--- src/dma_evt_pkg.sv ---
// Package: register map, field layout, reset values and bus codes of the DMA event block
package dma_evt_pkg;

    // Register byte offsets on the 32-bit register bus
    localparam logic [7:0] OFS_STATUS = 8'h00;
    localparam logic [7:0] OFS_ADDRESS = 8'h04;
    localparam logic [7:0] OFS_INT_STATUS = 8'h08;
    localparam logic [7:0] OFS_INT_CLEAR = 8'h0C;
    localparam logic [7:0] OFS_INT_ENABLE = 8'h10;
    localparam logic [7:0] OFS_CHAN_ENABLE = 8'h14;
    localparam logic [7:0] OFS_CTRL_BASE = 8'h20;
    localparam logic [7:0] OFS_CTRL_LAST = 8'h3C;

    // Access status layout
    localparam int DIR_BIT = 3;
    localparam int CHAN_LSB = 0;
    localparam int CHAN_W = 3;

    // Channel event control layout
    localparam int REQ_W = 8;
    localparam int ABORT_NUM_LSB = 16;
    localparam int START_NUM_LSB = 8;
    localparam int FORCE_BIT = 7;
    localparam int ABORT_BIT = 6;
    localparam int PAT_EN_BIT = 5;
    localparam int SIRQ_EN_BIT = 4;
    localparam int AIRQ_EN_BIT = 3;

    // Values after reset
    localparam logic [7:0] REQ_NUM_RESET = 8'hFF;
    localparam logic [31:0] ADDRESS_RESET = 32'h0000_0000;

    // Bus responses
    localparam logic [1:0] RESP_OKAY = 2'b00;
    localparam logic [1:0] RESP_SLVERR = 2'b10;

    typedef enum logic [2:0] {
        SEL_STATUS,
        SEL_ADDRESS,
        SEL_INT_STATUS,
        SEL_INT_CLEAR,
        SEL_INT_ENABLE,
        SEL_CHAN_ENABLE,
        SEL_CTRL,
        SEL_NONE
    } reg_sel_t;

    // Address decode shared by the read and write paths
    function automatic reg_sel_t decode_f(input logic [7:0] addr);
        reg_sel_t sel;
        sel = SEL_NONE;
        if (addr[1:0] != 2'b00) begin
            sel = SEL_NONE;
        end else if (addr == OFS_STATUS) begin
            sel = SEL_STATUS;
        end else if (addr == OFS_ADDRESS) begin
            sel = SEL_ADDRESS;
        end else if (addr == OFS_INT_STATUS) begin
            sel = SEL_INT_STATUS;
        end else if (addr == OFS_INT_CLEAR) begin
            sel = SEL_INT_CLEAR;
        end else if (addr == OFS_INT_ENABLE) begin
            sel = SEL_INT_ENABLE;
        end else if (addr == OFS_CHAN_ENABLE) begin
            sel = SEL_CHAN_ENABLE;
        end else if (addr >= OFS_CTRL_BASE && addr <= OFS_CTRL_LAST) begin
            sel = SEL_CTRL;
        end
        return sel;
    endfunction : decode_f

endpackage : dma_evt_pkg

--- src/dma_channel_trigger.sv ---
// Per-channel trigger decision: request matching, software strobes and abort priority
module dma_channel_trigger
    import dma_evt_pkg::*;
(
    input wire logic req_valid, // Interrupt request present this cycle
    input wire logic [REQ_W-1:0] req_number, // Number of that request
    input wire logic [REQ_W-1:0] start_number, // Channel start request number
    input wire logic [REQ_W-1:0] abort_number, // Channel abort request number
    input wire logic start_enable, // Start request enable
    input wire logic abort_enable, // Abort request enable
    input wire logic pattern_enable, // Pattern abort enable
    input wire logic pattern_hit, // Data matched channel pattern
    input wire logic force_pulse, // Software force strobe
    input wire logic abort_pulse, // Software abort strobe
    input wire logic chan_on, // Channel enable
    output logic start_hit, // Start this channel now
    output logic abort_hit, // Abort this channel now
    output logic req_abort, // Abort caused by request match
    output logic pat_abort // Abort caused by pattern match
);
    logic start_req;

    // Request matching, each gated by its own enable
    assign start_req = req_valid && start_enable && (req_number == start_number);
    assign req_abort = req_valid && abort_enable && (req_number == abort_number);
    assign pat_abort = pattern_enable && pattern_hit && chan_on;
    assign abort_hit = req_abort || abort_pulse || pat_abort;

    // An abort in the same cycle suppresses any start
    assign start_hit = chan_on && (start_req || force_pulse) && !abort_hit;
endmodule : dma_channel_trigger

--- src/dma_event_ctrl.sv ---
// Top: DMA access status capture and per-channel event control behind an AXI4-Lite slave
module dma_event_ctrl
    import dma_evt_pkg::*;
#(
    parameter int NUM_CH = 8 // Number of channels, at most 8
)
(
    input wire logic clock, // System clock
    input wire logic rst_n, // Synchronous reset, active low
    input wire logic ce, // Clock enable, freezes all state when low
    input wire logic [7:0] s_axi_awaddr, // Write address
    input wire logic s_axi_awvalid, // Write address valid
    output logic s_axi_awready, // Write address ready
    input wire logic [31:0] s_axi_wdata, // Write data
    input wire logic [3:0] s_axi_wstrb, // Write byte strobes
    input wire logic s_axi_wvalid, // Write data valid
    output logic s_axi_wready, // Write data ready
    output logic [1:0] s_axi_bresp, // Write response
    output logic s_axi_bvalid, // Write response valid
    input wire logic s_axi_bready, // Write response ready
    input wire logic [7:0] s_axi_araddr, // Read address
    input wire logic s_axi_arvalid, // Read address valid
    output logic s_axi_arready, // Read address ready
    output logic [31:0] s_axi_rdata, // Read data
    output logic [1:0] s_axi_rresp, // Read response
    output logic s_axi_rvalid, // Read data valid
    input wire logic s_axi_rready, // Read data ready
    input wire logic access_valid, // DMA bus access this cycle
    input wire logic access_read, // That access is a read
    input wire logic [CHAN_W-1:0] access_channel, // Channel making the access
    input wire logic [31:0] access_address, // Address of the access
    input wire logic req_valid, // Interrupt request present
    input wire logic [REQ_W-1:0] req_number, // Interrupt request number
    input wire logic [NUM_CH-1:0] pattern_match, // Per-channel pattern match pulse
    output logic [NUM_CH-1:0] start_transfer, // Start pulse per channel
    output logic [NUM_CH-1:0] abort_transfer, // Abort pulse per channel
    output logic [NUM_CH-1:0] channel_enable, // Channel enable state
    output logic irq // Level interrupt
);

    localparam int EV_W = 2 * NUM_CH;

    ////////////////////////////////////////////////////////////////////////////
    // Storage
    logic last_access_direction;
    logic [CHAN_W-1:0] last_active_channel;
    logic [31:0] last_access_address;
    logic [REQ_W-1:0] abort_request_number [NUM_CH];
    logic [REQ_W-1:0] start_request_number [NUM_CH];
    logic [NUM_CH-1:0] pattern_abort_enable;
    logic [NUM_CH-1:0] start_request_enable;
    logic [NUM_CH-1:0] abort_request_enable;
    logic [NUM_CH-1:0] force_transfer_strobe;
    logic [NUM_CH-1:0] abort_transfer_strobe;
    logic [EV_W-1:0] int_status;
    logic [EV_W-1:0] int_enable;

    // Bus slave state
    logic aw_held;
    logic w_held;
    logic [7:0] aw_addr;
    logic [31:0] w_data;
    logic [3:0] w_strb;
    logic do_write;
    reg_sel_t wsel;
    reg_sel_t rsel;
    logic [CHAN_W-1:0] wch;
    logic [CHAN_W-1:0] rch;
    logic [31:0] wmask;
    logic [31:0] next_rdata;
    logic [31:0] ctrl_image;
    logic [31:0] ctrl_merged;

    // Trigger results
    logic [NUM_CH-1:0] start_hit;
    logic [NUM_CH-1:0] abort_hit;
    logic [NUM_CH-1:0] req_abort;
    logic [NUM_CH-1:0] pat_abort;

    ////////////////////////////////////////////////////////////////////////////
    // Write channel: address and data taken in either order
    assign do_write = aw_held && w_held && !s_axi_bvalid;
    assign wsel = decode_f(aw_addr);
    assign wch = aw_addr[CHAN_W+1:2];
    assign rsel = decode_f(s_axi_araddr);
    assign rch = s_axi_araddr[CHAN_W+1:2];

    // Byte lanes turned into a bit mask
    always_comb begin
        for (int b = 0; b < 4; b++) begin
            wmask[b*8 +: 8] = {8{w_strb[b]}};
        end
    end

    // Address and data capture; ready drops while a word is held
    always_ff @(posedge clock) begin
        if (!rst_n) begin
            aw_held <= 1'b0;
            w_held <= 1'b0;
            aw_addr <= 8'h00;
            w_data <= 32'h0000_0000;
            w_strb <= 4'h0;
            s_axi_awready <= 1'b0;
            s_axi_wready <= 1'b0;
        end else if (ce) begin
            if (s_axi_awvalid && s_axi_awready) begin
                aw_held <= 1'b1;
                aw_addr <= s_axi_awaddr;
            end else if (s_axi_bvalid && s_axi_bready) begin
                aw_held <= 1'b0;
            end
            if (s_axi_wvalid && s_axi_wready) begin
                w_held <= 1'b1;
                w_data <= s_axi_wdata;
                w_strb <= s_axi_wstrb;
            end else if (s_axi_bvalid && s_axi_bready) begin
                w_held <= 1'b0;
            end
            s_axi_awready <= !aw_held && !(s_axi_awvalid && s_axi_awready);
            s_axi_wready <= !w_held && !(s_axi_wvalid && s_axi_wready);
        end
    end

    // Write response one cycle after both halves are held
    always_ff @(posedge clock) begin
        if (!rst_n) begin
            s_axi_bvalid <= 1'b0;
            s_axi_bresp <= RESP_OKAY;
        end else if (ce) begin
            if (do_write) begin
                s_axi_bvalid <= 1'b1;
                s_axi_bresp <= (wsel == SEL_NONE) ? RESP_SLVERR : RESP_OKAY;
            end else if (s_axi_bvalid && s_axi_bready) begin
                s_axi_bvalid <= 1'b0;
            end
        end
    end

    ////////////////////////////////////////////////////////////////////////////
    // Read mux; strobe bits and unused bits read as zero
    always_comb begin
        ctrl_image = 32'h0000_0000;
        ctrl_image[ABORT_NUM_LSB +: REQ_W] = abort_request_number[rch];
        ctrl_image[START_NUM_LSB +: REQ_W] = start_request_number[rch];
        ctrl_image[PAT_EN_BIT] = pattern_abort_enable[rch];
        ctrl_image[SIRQ_EN_BIT] = start_request_enable[rch];
        ctrl_image[AIRQ_EN_BIT] = abort_request_enable[rch];
        next_rdata = 32'h0000_0000;
        unique case (rsel)
            SEL_STATUS: begin
                next_rdata[DIR_BIT] = last_access_direction;
                next_rdata[CHAN_LSB +: CHAN_W] = last_active_channel;
            end
            SEL_ADDRESS: next_rdata = last_access_address;
            SEL_INT_STATUS: next_rdata[EV_W-1:0] = int_status;
            SEL_INT_CLEAR: next_rdata = 32'h0000_0000;
            SEL_INT_ENABLE: next_rdata[EV_W-1:0] = int_enable;
            SEL_CHAN_ENABLE: next_rdata[NUM_CH-1:0] = channel_enable;
            SEL_CTRL: next_rdata = (32'(rch) < NUM_CH) ? ctrl_image : 32'h0000_0000;
            SEL_NONE: next_rdata = 32'h0000_0000;
        endcase
    end

    // Read answer one cycle after the address is taken
    always_ff @(posedge clock) begin
        if (!rst_n) begin
            s_axi_arready <= 1'b0;
            s_axi_rvalid <= 1'b0;
            s_axi_rdata <= 32'h0000_0000;
            s_axi_rresp <= RESP_OKAY;
        end else if (ce) begin
            if (s_axi_arvalid && s_axi_arready) begin
                s_axi_arready <= 1'b0;
                s_axi_rvalid <= 1'b1;
                s_axi_rdata <= next_rdata;
                s_axi_rresp <= (rsel == SEL_NONE) ? RESP_SLVERR : RESP_OKAY;
            end else if (s_axi_rvalid && s_axi_rready) begin
                s_axi_rvalid <= 1'b0;
                s_axi_arready <= 1'b1;
            end else if (!s_axi_rvalid) begin
                s_axi_arready <= 1'b1;
            end
        end
    end

    ////////////////////////////////////////////////////////////////////////////
    // Capture of the latest DMA bus access
    always_ff @(posedge clock) begin
        if (!rst_n) begin
            last_access_direction <= 1'b0;
            last_active_channel <= '0;
            last_access_address <= ADDRESS_RESET;
        end else if (ce && access_valid) begin
            last_access_direction <= access_read;
            last_active_channel <= access_channel;
            last_access_address <= access_address;
        end
    end

    ////////////////////////////////////////////////////////////////////////////
    // Per-channel control fields and trigger logic
    always_comb begin
        ctrl_merged = (ctrl_image_w() & ~wmask) | (w_data & wmask);
    end

    // Current control word of the channel being written
    function automatic logic [31:0] ctrl_image_w();
        logic [31:0] img;
        img = 32'h0000_0000;
        img[ABORT_NUM_LSB +: REQ_W] = abort_request_number[wch];
        img[START_NUM_LSB +: REQ_W] = start_request_number[wch];
        img[PAT_EN_BIT] = pattern_abort_enable[wch];
        img[SIRQ_EN_BIT] = start_request_enable[wch];
        img[AIRQ_EN_BIT] = abort_request_enable[wch];
        return img;
    endfunction : ctrl_image_w

    for (genvar c = 0; c < NUM_CH; c++) begin : g_chan
        logic ctrl_wr;
        assign ctrl_wr = do_write && (wsel == SEL_CTRL) && (32'(wch) == c);

        // Control fields; strobes live one cycle only
        always_ff @(posedge clock) begin
            if (!rst_n) begin
                abort_request_number[c] <= REQ_NUM_RESET;
                start_request_number[c] <= REQ_NUM_RESET;
                pattern_abort_enable[c] <= 1'b0;
                start_request_enable[c] <= 1'b0;
                abort_request_enable[c] <= 1'b0;
                force_transfer_strobe[c] <= 1'b0;
                abort_transfer_strobe[c] <= 1'b0;
            end else if (ce) begin
                force_transfer_strobe[c] <= ctrl_wr && w_strb[0] && w_data[FORCE_BIT];
                abort_transfer_strobe[c] <= ctrl_wr && w_strb[0] && w_data[ABORT_BIT];
                if (ctrl_wr) begin
                    abort_request_number[c] <= ctrl_merged[ABORT_NUM_LSB +: REQ_W];
                    start_request_number[c] <= ctrl_merged[START_NUM_LSB +: REQ_W];
                    pattern_abort_enable[c] <= ctrl_merged[PAT_EN_BIT];
                    start_request_enable[c] <= ctrl_merged[SIRQ_EN_BIT];
                    abort_request_enable[c] <= ctrl_merged[AIRQ_EN_BIT];
                end
            end
        end

        dma_channel_trigger u_trig (
            .req_valid(req_valid),
            .req_number(req_number),
            .start_number(start_request_number[c]),
            .abort_number(abort_request_number[c]),
            .start_enable(start_request_enable[c]),
            .abort_enable(abort_request_enable[c]),
            .pattern_enable(pattern_abort_enable[c]),
            .pattern_hit(pattern_match[c]),
            .force_pulse(force_transfer_strobe[c]),
            .abort_pulse(abort_transfer_strobe[c]),
            .chan_on(channel_enable[c]),
            .start_hit(start_hit[c]),
            .abort_hit(abort_hit[c]),
            .req_abort(req_abort[c]),
            .pat_abort(pat_abort[c])
        );
    end

    ////////////////////////////////////////////////////////////////////////////
    // Channel enable: software writes it, a pattern abort clears it
    // The hardware clear wins over a same-cycle write so a matched channel stays stopped
    always_ff @(posedge clock) begin
        if (!rst_n) begin
            channel_enable <= '0;
        end else if (ce) begin
            if (do_write && wsel == SEL_CHAN_ENABLE && w_strb[0]) begin
                channel_enable <= w_data[NUM_CH-1:0] & ~pat_abort;
            end else begin
                channel_enable <= channel_enable & ~pat_abort;
            end
        end
    end

    // Registered trigger pulses toward the channel data path
    always_ff @(posedge clock) begin
        if (!rst_n) begin
            start_transfer <= '0;
            abort_transfer <= '0;
        end else if (ce) begin
            start_transfer <= start_hit;
            abort_transfer <= abort_hit;
        end
    end

    ////////////////////////////////////////////////////////////////////////////
    // Interrupt flags: low half request abort, high half pattern abort; set beats clear
    always_ff @(posedge clock) begin
        if (!rst_n) begin
            int_status <= '0;
            int_enable <= '0;
            irq <= 1'b0;
        end else if (ce) begin
            if (do_write && wsel == SEL_INT_CLEAR) begin
                int_status <= (int_status & ~(w_data[EV_W-1:0] & wmask[EV_W-1:0])) | {pat_abort, req_abort};
            end else begin
                int_status <= int_status | {pat_abort, req_abort};
            end
            if (do_write && wsel == SEL_INT_ENABLE) begin
                int_enable <= (int_enable & ~wmask[EV_W-1:0]) | (w_data[EV_W-1:0] & wmask[EV_W-1:0]);
            end
            // One cycle behind the flags; keeps the output a plain flop
            irq <= |(int_status & int_enable);
        end
    end

endmodule : dma_event_ctrl

--- config.mk ---
export PLATFORM = sky130hd
export DESIGN_NAME = dma_event_ctrl
export DESIGN_NICKNAME = d
export VERILOG_FILES = /design/src/dma_evt_pkg.sv /design/src/dma_channel_trigger.sv /design/src/dma_event_ctrl.sv
export SDC_FILE = /design/constraint.sdc
export NUM_CORES = 1
export LEC_CHECK = 0
export BUFFER_PORTS_ARGS = -buffer_cell sky130_fd_sc_hd__buf_2
export CORE_MARGIN = 1
export CORE_UTILIZATION = 64
export CTS_CLUSTER_DIAMETER = 120
export DETAILED_ROUTE_END_ITERATION = 8
export PLACE_DENSITY = 0.86
export SLEW_MARGIN = 20
export SYNTH_ARGS = -nofsm -noshare
export SYNTH_HDL_FRONTEND = slang
export SYNTH_SLANG_ARGS = --single-unit
--- constraint.sdc ---
create_clock -name clock -period 5.85 [get_ports clock]
set_input_delay 1.17 -clock clock [delete_from_list [all_inputs] [get_ports clock]]
set_output_delay 1.17 -clock clock [all_outputs]
set_load 0.01 [all_outputs]
; Word level (Yosys, flattened, before mapping)
; Memory sizes are Yosys's and may differ from the RTL's. A register that Yosys moved wholly into a read port is not among the register bits.
; Index checks and enable logic that the tools add are counted.
[totals]
ff_bits = 211
in_bits = 114
mem_bits_rw = 128
word_cells = 426
memories = 2
output_inout_bits = 66
[op_classes]
n_mux = 98
eq_ne = 46
magnitude_cmp = 6
reduce_logical = 180
bitwise = 32
[mem_list]
columns = name, words, width, rd, rd_clocked_by_memory_dff, wr, line_no
row1 = abort_request_number, 8, 8, 10, 1, 8, dma_event_ctrl.sv:48  ; logic [REQ_W-1:0] abort_request_number [NUM_CH];
row2 = start_request_number, 8, 8, 10, 1, 8, dma_event_ctrl.sv:49  ; logic [REQ_W-1:0] start_request_number [NUM_CH];
[ops]
columns = operator, n
row1 = 2-to-1 mux 8 bit, 17
row2 = equality test 8 bit, 16
row3 = logical AND 1 bit, 113
row4 = AND 16 bit, 4
row5 = 2-to-1 mux 1 bit, 50
row6 = AND 24 bit, 2
row7 = OR 16 bit, 3
row8 = 2-to-1 mux 3 bit, 14
row9 = equality test 3 bit (second input constant), 12
row10 = AND reduction 2 bit, 18
row11 = equality test 8 x 4 -> 1 bit (second input constant), 4
row12 = equality test 8 x 5 -> 1 bit (second input constant), 4
row13 = inverter 16 bit, 2
row14 = case mux 16 bit (2 select lines), 1
row15 = case mux 8 bit (4 select lines), 1
row16 = case mux 4 bit (7 select lines), 1
row17 = logical OR 1 bit, 24
row18 = inverter 24 bit, 1
row19 = OR 24 bit, 1
row20 = case mux 4 bit (5 select lines), 1
row21 = binary-select mux 1 bit (select 3 bit), 6
row22 = AND 8 bit, 2
row23 = equality test 8 x 3 -> 1 bit (second input constant), 2
row24 = greater-or-equal comparator 8 x 6 -> 1 bit (second input constant), 2
row25 = 15 further kinds, 61

; Depth between registers and ports, before layout
[depth]
word_depth = 18
mapped_depth = 9
ltp_nobuf = 5

; By module
; From an unflattened synthesis, not the netlist that was laid out.
[hier_totals]
hier_cells = 1628
hier_area_um2 = 17050.1
[by_module_without_submodules]
columns = module, area_each_um2, seq_area_each_um2, cells_per_inst, n_inst
row1 = dma_event_ctrl, 15358.5, 8087.8, 1396, 1
row2 = dma_channel_trigger, 211.5, 0.0, 29, 8

; Least setup slack after synthesis
; Ideal clock, no wire load.
[synth_timing]
kind = input port to flip-flop
start = input port s_axi_araddr[2]
end = register s_axi_rdata[15]
n_path_buf = 3
path_slack_ns = 2.912
arrival_ns = 2.805
required_time_ns = 5.717
cell_stages = 7
setup_time_ns = 0.133
path_cell_list = buf_2 buf_2 buf_2 mux4_2 mux2_2 a221oi_1 nor3_1
[synth_via]
elab_chain_len = 12
word_cells_on_any_way = 23
classes_between = order compare (2) / eq/ne (9) / mux (9) / reduce/logical (2) / memory (1)
[synth_lines]
columns = item, line_no
row1 = from (decl), dma_event_ctrl.sv:21  ; input wire logic [7:0] s_axi_araddr,
row2 = greater-or-equal comparator 8 x 6 -> 1 bit / less-or-equal comparator 8 x 6 -> 1 bit (equally long branches), dma_evt_pkg.sv:66  ; end else if (addr >= OFS_CTRL_BASE && addr <= OFS_CTRL_LAST) begin
row3 = logical AND 1 bit, dma_evt_pkg.sv:66
row4 = 2-to-1 mux 1 bit, dma_evt_pkg.sv:66
row5 = 2-to-1 mux 2 bit, dma_evt_pkg.sv:64  ; end else if (addr == OFS_CHAN_ENABLE) begin
row6 = 2-to-1 mux 2 bit, dma_evt_pkg.sv:62  ; end else if (addr == OFS_INT_ENABLE) begin
row7 = 2-to-1 mux 3 bit, dma_evt_pkg.sv:60  ; end else if (addr == OFS_INT_CLEAR) begin
row8 = 2-to-1 mux 3 bit, dma_evt_pkg.sv:58  ; end else if (addr == OFS_INT_STATUS) begin
row9 = 2-to-1 mux 3 bit, dma_evt_pkg.sv:56  ; end else if (addr == OFS_ADDRESS) begin
row10 = 2-to-1 mux 3 bit, dma_evt_pkg.sv:54  ; end else if (addr == OFS_STATUS) begin
row11 = 2-to-1 mux 3 bit, dma_evt_pkg.sv:52  ; if (addr[1:0] != 2'b00) begin
row12 = equality test 3 bit (tied with other cells), dma_event_ctrl.sv:149  ; unique case (rsel)
row13 = case mux 8 bit (4 select lines) (*), dma_event_ctrl.sv:149
row14 = to (signal assigned), dma_event_ctrl.sv:175  ; s_axi_rdata <= next_rdata;
row15 = to (decl), dma_event_ctrl.sv:24  ; output logic [31:0] s_axi_rdata,
; Mark *: on every way between the ends. The rest lies on a longest branch, timed or not.
; A chain may end at the register's enable or synchronous reset.

==> summary.txt <==
Routing
  – Final wirelength: 53500 um
  – # DRC: 0
  – Via/cell ratio: a little under 7
  – DR vias: ~15k
  – Remaining antenna violation count: 0
  – Wire per inst: ~25 um
  – Pre-antenna DRT Iters: 6
  – DRT iter0 DRCs: ~2k

Global routing
  – Largest net degree at the start of global routing: between 50 and 60
  – First-pass GRT wire length: between 70000 and 80000 um
  – GRT overflow: 0
  – Vias in the first global route: 13.5k
  – Initial antenna violation count: 1
  – GRT Total Usage: 0.394

Timing
  – Unrepaired setup endpoints after global routing: false
  – Final Max Tran Viols: 0
  – Min Tclk post-route: roughly 3.3 ns
  – Max Clock Freq: around 300 MHz
  – Final setup viols: 0
  – Final period util: 0.569
  – Final hold vios: 0
  – Tightest Pin Transition: 1.08 ns
  – Rel. slew slack: 0.278
  – Setup TNS: 0 ns
  – Post-Route Skew: 0.0246 ns

Worst setup path
  – R2R depth: 5
  – Stages on worst setup path: 6
  – CP max FO: 16
  – CP peak stage delay: about 0.87 ns
  – WP buf/inv: 1
  – Worst Path Required: about 6 ns
  – Critical path class: input port to register
  – Crit-path slowest cell: nor2_2
  – Worst R2R Setup Slack: around 2.6 ns
  – CP startpoint kind: input port
  – Family with the most delay on the worst path: simple AND/OR/NAND/NOR gates
  – Crit end category: register
  – Critical Path AT: around 3.6 ns
  – CP dominant cell by count: nor2_2
  – Crit-path cells: buf_2, nand4b_1, nor2_2, nand3_1, nor2_2, nand2_1

Yosys
  – Most common cell in the netlist: nand2_1
  – Seq/Total Area, Yosys: 0.477
  – Post-synth EDFFs: between 100 and 150
  – Syn avg cell area: 9.98 um2
  – Number of synthesized register bits: 340
  – Ys flop type: dfxtp_1
  – Yosys warns: 0
  – Library cells used by synthesis: 64
  – Yosys top cell area share: 0.250
  – Synth Instances: ~1.7k
  – Synth top area cells: dfxtp_1, edfxtp_1, mux4_2
  – Commonest cells post-synth: nand2_1, dfxtp_1, edfxtp_1
  – Synth area leader: dfxtp_1
  – Netlist Area Pre-Place: between 0.015 and 0.02 mm2
  – Share of flip-flops with an asynchronous set or reset: 0

Power
  – PwrDens: ~270 mW/mm2
  – Worst vdd ir: ~0.25 mV
  – Total power: ~0.0052 W
  – P_leak: 5.94 nW

Finish
  – Multi-input gate area: roughly 0.0082 mm2
  – Syn-to-layout area delta: 11.8%
  – Nets@finish: 1912
  – FF/Latch Area: just over 0.008 mm2
  – Design area: 0.0190 mm2
  – Fillers: roughly 1.8k
  – Share of cells above drive strength 1: 0.208
  – Post-layout util: 0.728

Placed design
  – DP Wirelength: 37300 um
  – GPL Wtd Cong: 0.981
  – I/O Buffers: between 150 and 200
  – Area after DPL: 0.0178 mm2

Floorplan
  – FP Rows: 59
  – DIE AREA: between 0.02 and 0.03 mm2
  – Die Y: around 160 um
  – Core area: roughly 0.026 mm2
  – Starting Density: 0.651
  – IO Count: 180
  – Die width: 165 um

Clocking
  – CTS tree: done
  – Clock network latency to the later pin of the worst-skew pair: between 0.5 and 0.6 ns
  – H-tree depth: 2
  – Resized Gates After CTS: 0
  – Hold-fix buffers, CTS: 0
  – Worst-path clk slew: 0.06 ns
  – Clk root buf: clkbuf_16
  – TritonCTS Buffers: 36
  – Clk buf depth: 3
  – Setup Fix Bufs, Post-CTS: 0
  – TritonCTS sink count: 340

Hold path
  – Hold path depth: 2
  – Hold Crit Class: register to register

Run status
  – Status: complete, no violations

Job
  – Max-Cap Viols: 0
where the power goes:
group          switching, W  internal (W)  total [W]
Combinational      0.000229      0.000114   0.000343
Clock              0.000954       0.00140    0.00236
Sequential        0.0000323       0.00248    0.00251
final timing paths:
path,from,end
worst max-delay path,ce,start_request_number[6][4]$_SDFFCE_PN1P_
worst min-delay path,s_axi_rdata[3]$_SDFFE_PN0P_,s_axi_rdata[3]$_SDFFE_PN0P_
worst max register to register,aw_addr[6]$_SDFFE_PN0P_,start_request_number[6][4]$_SDFFCE_PN1P_
worst min register to register,s_axi_rdata[3]$_SDFFE_PN0P_,s_axi_rdata[3]$_SDFFE_PN0P_
sequential cells by signal, summed over array words and instances (netlist names), 16 cells and up, named ones only:
| register | flops |
|---|---|
| start_request_number | 64 |
| last_access_address | 32 |
| int_status | 16 |
| w_data | 24 |
| abort_request_number | 64 |
| s_axi_rdata | 32 |
cell type report:
cell class	count	area share
clock buffers	50	0.0540
repair buffers	189	0.0526
inverters	14	0.00290
multi-input cells	1217	0.433
well taps	335	0.0221
clock inverters	14	0.00910
diodes	1	0.000132
flip-flops and latches	340	0.426
worst min-delay path: cells and delay by family, from the launching register on:
family / cells / cell delay [ns]
AOI/OAI and AO/OA: 1 / 0.05
DFF: 1 / 0.32
and+or+nand+nor: 1 / 0.05
placed cells by master, fill, tap and decap left out, types with 37 or more instances in the layout:
master     count
a21oi_1      125
xnor2_1      103
mux4_2        75
o21ai_0       76
nand2_1      400
nand3_1       51
nor2_1        60
buf_2        168
edfxtp_1     128
dfxtp_1      211
clkbuf_16     37
kinds of logic after synthesis:
logic type / synth area share
AND/OR/NAND/NOR: 0.167
flip-flops: 0.477
AO/OA/AOI/OAI: 0.119
buffers and inverters: 0.0397
XOR/XNOR: 0.0671
multiplexers: 0.130
other: 0.000221
through the flow:
stage	hold WS, ns	setup WS [ns]	instances
2_1_floorplan	0.419	2.91	1701
4_1_cts	0.450	2.66	2159
6_report	0.452	2.52	2160
5_1_grt	0.475	2.40	2159
3_3_place_gp	0.428	2.16	2095
3_5_place_dp	0.436	2.12	2095
routing by layer:
| metal | GRT usage | routed length (um) | vias to the layer above |
|---|---|---|---|
| met5 | 0 | 11 | - |
| met4 | 0.226 | 3130 | 2 |
| met3 | 0.0826 | 7030 | 219 |
| met2 | 0.633 | 24700 | 1135 |
| met1 | 0.493 | 18600 | 6928 |
| li1 | - | - | 6289 |
No activity file was read; power rests on OpenSTA's default activity.
